`config.mk`:
```
export PLATFORM = sky130hd
export DESIGN_NAME = slhd_top
export DESIGN_NICKNAME = d
export VERILOG_FILES = /design/src/logic/slhd_pkg.sv /design/src/logic/slhd_sync.sv /design/src/logic/slhd_top.sv
export VERILOG_INCLUDE_DIRS = /design/src /design/src/logic
export SDC_FILE = /design/constraint.sdc
export NUM_CORES = 1
export LEC_CHECK = 0
export ABC_CLOCK_PERIOD_IN_PS = 5100
export BUFFER_PORTS_ARGS = -buffer_cell sky130_fd_sc_hd__buf_2
export CORE_MARGIN = 8
export CORE_UTILIZATION = 35
export DETAILED_ROUTE_END_ITERATION = 6
export PLACE_DENSITY_LB_ADDON = 0.15
export RECOVER_POWER = 50
export SYNTH_ARGS = -nofsm -noshare
export SYNTH_HDL_FRONTEND = slang
export SYNTH_SLANG_ARGS = --single-unit
```
`constraint.sdc`:
```
create_clock -name core_clk_in -period 5.1 [get_ports core_clk_in]
set_input_delay 0.255 -clock core_clk_in [delete_from_list [all_inputs] [get_ports core_clk_in]]
set_output_delay 0.255 -clock core_clk_in [all_outputs]
set_load 0.05 [all_outputs]
```
`src/logic/slhd_params.svh`:
```
// constants and behaviour notes for the serial led head driver
// Notes on behaviour
// (RULE1) shift serial bit into 32 stages on clock rise
// (RULE2) latch follows register while gate low, freezes high
// (RULE3) driver on only when bit 1, enable 1, inhibit 0
// (RULE4) lamp check, with enable 1 and inhibit 0, sets latch, turns every driver on
// (RULE5) thirty-two open-drain outputs, one per latch bit
// (RULE6) controller keeps shift clock at most 5 MHz
// (RULE7) controller waits 100 ns before asserting hold gate
// (RULE8) shifting may resume 0 ns after gate release
// (RULE9) controller ties unused lamp check low
// (RULE10) serial output shows last stage for chaining
// (RULE11) register and latch are not reset
`ifndef SLHD_PARAMS_SVH
`define SLHD_PARAMS_SVH
`define SLHD_CHANNELS 32
`define SLHD_CLK_PERIOD_PS 4000
`define SLHD_SYNC_STAGES 3
`define SLHD_SHIFT_MAX_FREQ_KHZ 5000
`define SLHD_GATE_WAIT_NS 100
`define SLHD_RESUME_WAIT_NS 0
`endif

```
`src/logic/slhd_pkg.sv`:
```
// types shared by the serial led head driver
package slhd_pkg;
  typedef logic [2:0] slhd_sync_t;
endpackage

```
`src/logic/slhd_sync.sv`:
```
// three-stage synchroniser with agreement filter
`timescale 1ns/1ps
`include "slhd_params.svh"
module slhd_sync
(
  input wire logic core_clk_in,
  input wire logic resetn_in,
  input wire logic async_in,
  output logic level_out
);
  import slhd_pkg::*;
  slhd_sync_t sync_r;
  always_ff @(posedge core_clk_in or negedge resetn_in)
  begin
    if (!resetn_in)
      sync_r <= '0;
    else
      sync_r <= {sync_r[1:0], async_in};
  end
  // only stages two and three are compared; stage one is metastable
  always_ff @(posedge core_clk_in or negedge resetn_in)
  begin
    if (!resetn_in)
      level_out <= 1'b0;
    else if (sync_r[1] == sync_r[2])
      level_out <= sync_r[2];
  end
endmodule // slhd_sync

```
`src/logic/slhd_top.sv`:
```
// serial led head driver: shift register, hold latch, output gating
`timescale 1ns/1ps
`include "slhd_params.svh"
module slhd_top
#(
  parameter int CHANNELS = `SLHD_CHANNELS
)
(
  input wire logic core_clk_in,
  input wire logic resetn_in,
  input wire logic shift_clk_in,
  input wire logic serial_data_in,
  input wire logic hold_gate_in,
  input wire logic bank_output_enable_in,
  input wire logic inhibit_in,
  input wire logic lamp_check_in,
  output logic serial_data_out,
  output logic [CHANNELS-1:0] driver_outputs_out,
  output logic [CHANNELS-1:0] driver_outputs_oe_out
);
  import slhd_pkg::*;

  initial
  begin
    if (CHANNELS < 2)
      $error("slhd_top: CHANNELS must be at least 2");
  end

  // ----------------------------------------
  // pin synchronisers
  // ----------------------------------------
  logic clk_s;
  logic din_s;
  logic gate_s;
  logic en_s;
  logic inh_s;
  logic chk_s;
  logic clk_d_r;

  slhd_sync u_clk (.core_clk_in(core_clk_in), .resetn_in(resetn_in),
    .async_in(shift_clk_in), .level_out(clk_s));
  slhd_sync u_din (.core_clk_in(core_clk_in), .resetn_in(resetn_in),
    .async_in(serial_data_in), .level_out(din_s));
  slhd_sync u_gate (.core_clk_in(core_clk_in), .resetn_in(resetn_in),
    .async_in(hold_gate_in), .level_out(gate_s));
  slhd_sync u_en (.core_clk_in(core_clk_in), .resetn_in(resetn_in),
    .async_in(bank_output_enable_in), .level_out(en_s));
  slhd_sync u_inh (.core_clk_in(core_clk_in), .resetn_in(resetn_in),
    .async_in(inhibit_in), .level_out(inh_s));
  slhd_sync u_chk (.core_clk_in(core_clk_in), .resetn_in(resetn_in),
    .async_in(lamp_check_in), .level_out(chk_s));

  always_ff @(posedge core_clk_in or negedge resetn_in)
  begin
    if (!resetn_in)
      clk_d_r <= 1'b0;
    else
      clk_d_r <= clk_s;
  end

  logic shift_rise;
  assign shift_rise = clk_s & ~clk_d_r;

  // ----------------------------------------
  // shift register and latch
  // ----------------------------------------
  // no reset: contents stay undefined until loaded, as on the part
  logic [CHANNELS-1:0] shift_r;
  logic [CHANNELS-1:0] latch_r;
  logic lamp_all;

  always_ff @(posedge core_clk_in)
  begin
    if (shift_rise)
      shift_r <= {shift_r[CHANNELS-2:0], din_s}; // RULE1 RULE11
  end

  // data sampled with the clock edge, so setup is met by the pin delay
  assign serial_data_out = shift_r[CHANNELS-1]; // RULE10

  assign lamp_all = chk_s & ~inh_s & en_s;

  always_ff @(posedge core_clk_in)
  begin
    if (lamp_all)
      latch_r <= '1; // RULE4
    else if (!gate_s)
      latch_r <= shift_r; // RULE2 RULE11
  end

  // ----------------------------------------
  // open-drain drivers
  // ----------------------------------------
  logic [CHANNELS-1:0] on_r;
  always_ff @(posedge core_clk_in or negedge resetn_in)
  begin
    if (!resetn_in)
      on_r <= '0;
    else
      on_r <= latch_r & {CHANNELS{en_s & ~inh_s}}; // RULE3
  end

  genvar gi;
  generate
    for (gi = 0; gi < CHANNELS; gi++)
    begin : g_drv
      assign driver_outputs_out[gi] = 1'b0; // RULE5
      assign driver_outputs_oe_out[gi] = on_r[gi]; // RULE5
    end
  endgenerate
endmodule // slhd_top

```
==> flow_summary_export.csv <==
group,metric,value,unit
grt,grt_pass1_wl,10600,um
synth,ys_types,14,
timing,slew-limit-headroom,34.0,%
timing,fin_skew,0.00722,ns
drt,detail_route.drc_violations,0,
grt,grt_overflow,0,
clocking,ctsHoldBuffers,6,
timing,hold_violations,3,
setup_path,r2r_slack,3.58,ns
timing,fin_hold_ws,-0.00245,ns
setup_path,critical_path_required,5.12,ns
drt,drt_first_pass_iters,4,
grt,grt_usage,9.31,%
timing,rsz0062_at_grt,"false",
drt,wl_per_cell,13.3,um
die,coreArea,11400,um^2
synth,netlist_area,4080,um^2
clocking,cts_made_buffers,17,
layout,seqCellArea,3030,um^2
grt,grt_max_degree,58,
clocking,h-tree-depth,4,
grt,grt_pass1_vias,2154,
setup_path,critPathKind,"flop to flop",
timing,setup_viol,0,
setup_path,cp_cell_sequence,"nor2b_4",
die,num_rows,39,
setup_path,cp_num_buf_inv,0,
clocking,ctsLongestPathBuffers,2,
drt,vias_per_cell,4.07,
timing,min_period_over_period,29.8,%
setup_path,crit_family,"simple AND/OR/NAND/NOR gates",
setup_path,reg2reg_depth,1,
clocking,ctsResizeCount,0,
run,drv_cap,0,
die,die_h,124,um
place,place_congestion,0.649,
timing,worst_slew_pin_slew,0.990,ns
timing,fin_setup_tns,0,ns
pwr,power_density,529,nW/um^2
setup_path,cp-end-kind,"flop",
synth,ys_warn_count,0,
drt,drt_iter0_drc,117,
die,die_w,124,um
synth,yosysSeqAreaShare,74.2,%
setup_path,critPathMaxFanout,32,
die,start_util,35.7,%
layout,syn2layout_area_growth,20.1,%
clocking,cts_tree,"built",
layout,multi_input_area,856,um^2
setup_path,rr_endpoint,"shift_r[31]",
hold_path,hold_class,"input pin to asynchronous set/reset pin",
synth,ys_ff_latch,121,
pwr,ir_worst_vdd,0.238,mV
setup_path,slowest_delay,0.75,ns
drt,routed_wl,6420,um
setup_path,rr_startpoint,"u_clk.level_out",
place,io_buffers,40,
layout,drive_gt1_share,19.5,%
setup_path,arrival,1.54,ns
drt,num_vias,1957,
setup_path,worst_path_max_delay_cell,"nor2b_4",
layout,num-nets-final,333,
synth,synth_area_per_cell,15.2,um^2
clocking,insertion_delay,0.40,ns
place,dp_hpwl,3700,um
grt,antenna_found_initial,0,
place,preCtsSetupSlack,3.56,ns
clocking,path_clk_slew,0.05,ns
clocking,clock_sinks,121,
die,die_area,15400,um^2
synth,netlist_instances,269,
timing,fin_ws,3.58,ns
timing,slew_violations,0,
timing,period_minus_slack,1.52,ns
pwr,power_leakage,2.28,nW
setup_path,cp-start-kind,"flop",
timing,max_freq,658,MHz
die,boundaryPins,73,
layout,n_antenna_cell,0,
drt,drtAntennaViolNets,0,
run_status,outcome,"complete, but fails checks",
clocking,clockRootBuffer,"clkbuf_16",
layout,fillers,1066,
run_status,violations,"negative hold slack",
clocking,cts_setup_buffers,0,
logic make-up after synthesis:
| family | after synthesis | share of synthesized area [%] |
|---|---|---|
| muxes | 32 | 7.85 |
| buffers and inverters | 42 | 7.82 |
| adders and majority gates | 6 | 1.47 |
| other | 1 | 0.0919 |
| DFF | 121 | 74.2 |
| and+or+nand+nor | 67 | 8.53 |
placed cells by master, fill, tap and decap left out:
master,netlist,layout
clkbuf_1,0,11
clkbuf_8,0,3
maj3_1,6,6
dfrtp_2,0,1
conb_1,1,32
nor2b_4,1,2
buf_4,36,2
nand3b_1,1,1
clkbuf_16,0,18
buf_2,0,32
nand2_1,32,32
dfrtp_1,57,56
bufinv_16,0,1
dlygate4sd3_1,0,6
edfxtp_1,32,32
clkinvlp_4,0,1
dfxtp_1,32,32
clkinv_2,0,6
and2_1,32,32
mux2i_1,32,32
power by group:
group          switching (W)  internal (W)
Clock               0.000392      0.000732
Combinational       0.000223     0.0000785
Sequential         0.0000566       0.00111
per-layer routing:
metal  part of all wire, %  track usage, %  up-vias
met5                     0               0        -
met4                   2.7            6.47        0
met3                   7.0            4.49       13
met2                    44            13.0       59
met1                    47            11.1      949
li1                      -               -      936
worst max path at each step:
stage,depth (start not counted),to,slack [ns],from
2_1_floorplan,1,shift_r[0],2.86,u_clk.level_out
3_3_place_gp,1,shift_r[15],3.61,u_clk.level_out
3_5_place_dp,1,shift_r[15],3.56,u_clk.level_out
4_1_cts,1,shift_r[17],3.55,u_clk.level_out
5_1_grt,2,latch_r[29],3.47,u_gate.level_out
6_report,1,shift_r[31],3.58,u_clk.level_out
Yosys cell counts:
library cell / n / area [um^2]
nor2b_4: 1 / 13.8
maj3_1: 6 / 60.1
conb_1: 1 / 3.75
nor2b_1: 1 / 6.26
dfxtp_1: 32 / 641
buf_6: 3 / 33.8
nand2_1: 32 / 120
and2_1: 32 / 200
dfrtp_1: 57 / 1430
edfxtp_1: 32 / 961
nand3b_1: 1 / 7.51
buf_4: 36 / 270
clkbuf_2: 3 / 15.0
mux2i_1: 32 / 320
stage by stage:
step | total power [W] | hold WS [ns] | util, % | cell area, um^2 | std cells
2_1_floorplan | 0.00144 | -0.0406 | - | 4200 | 300
3_3_place_gp | 0.00148 | 0.333 | 37.5 | 4280 | 443
3_5_place_dp | 0.00149 | 0.337 | 37.5 | 4280 | 443
4_1_cts | 0.00263 | 0.0111 | 43.0 | 4910 | 481
5_1_grt | 0.00271 | 0.0636 | 42.9 | 4900 | 481
6_report | 0.00259 | -0.00245 | 42.9 | 4900 | 481
state kept, by name (all words and copies together) (netlist names), 3 cells and up:
register,cells
driver_outputs_oe_out,32
latch_r,32
shift_r,32
u_chk.sync_r,3
u_clk.sync_r,3
u_din.sync_r,3
u_en.sync_r,3
u_gate.sync_r,3
u_inh.sync_r,3
area by class of cell:
class / instances / share of cell area (%)
Timing Repair Buffer: 48 / 5.41
Clock inverter: 8 / 1.38
Tap cell: 143 / 3.65
Clock buffer: 24 / 10.3
Multi-Input combinational cell: 137 / 17.5
Sequential cell: 121 / 61.8
Note: power is estimated with default switching activity, not from simulation.
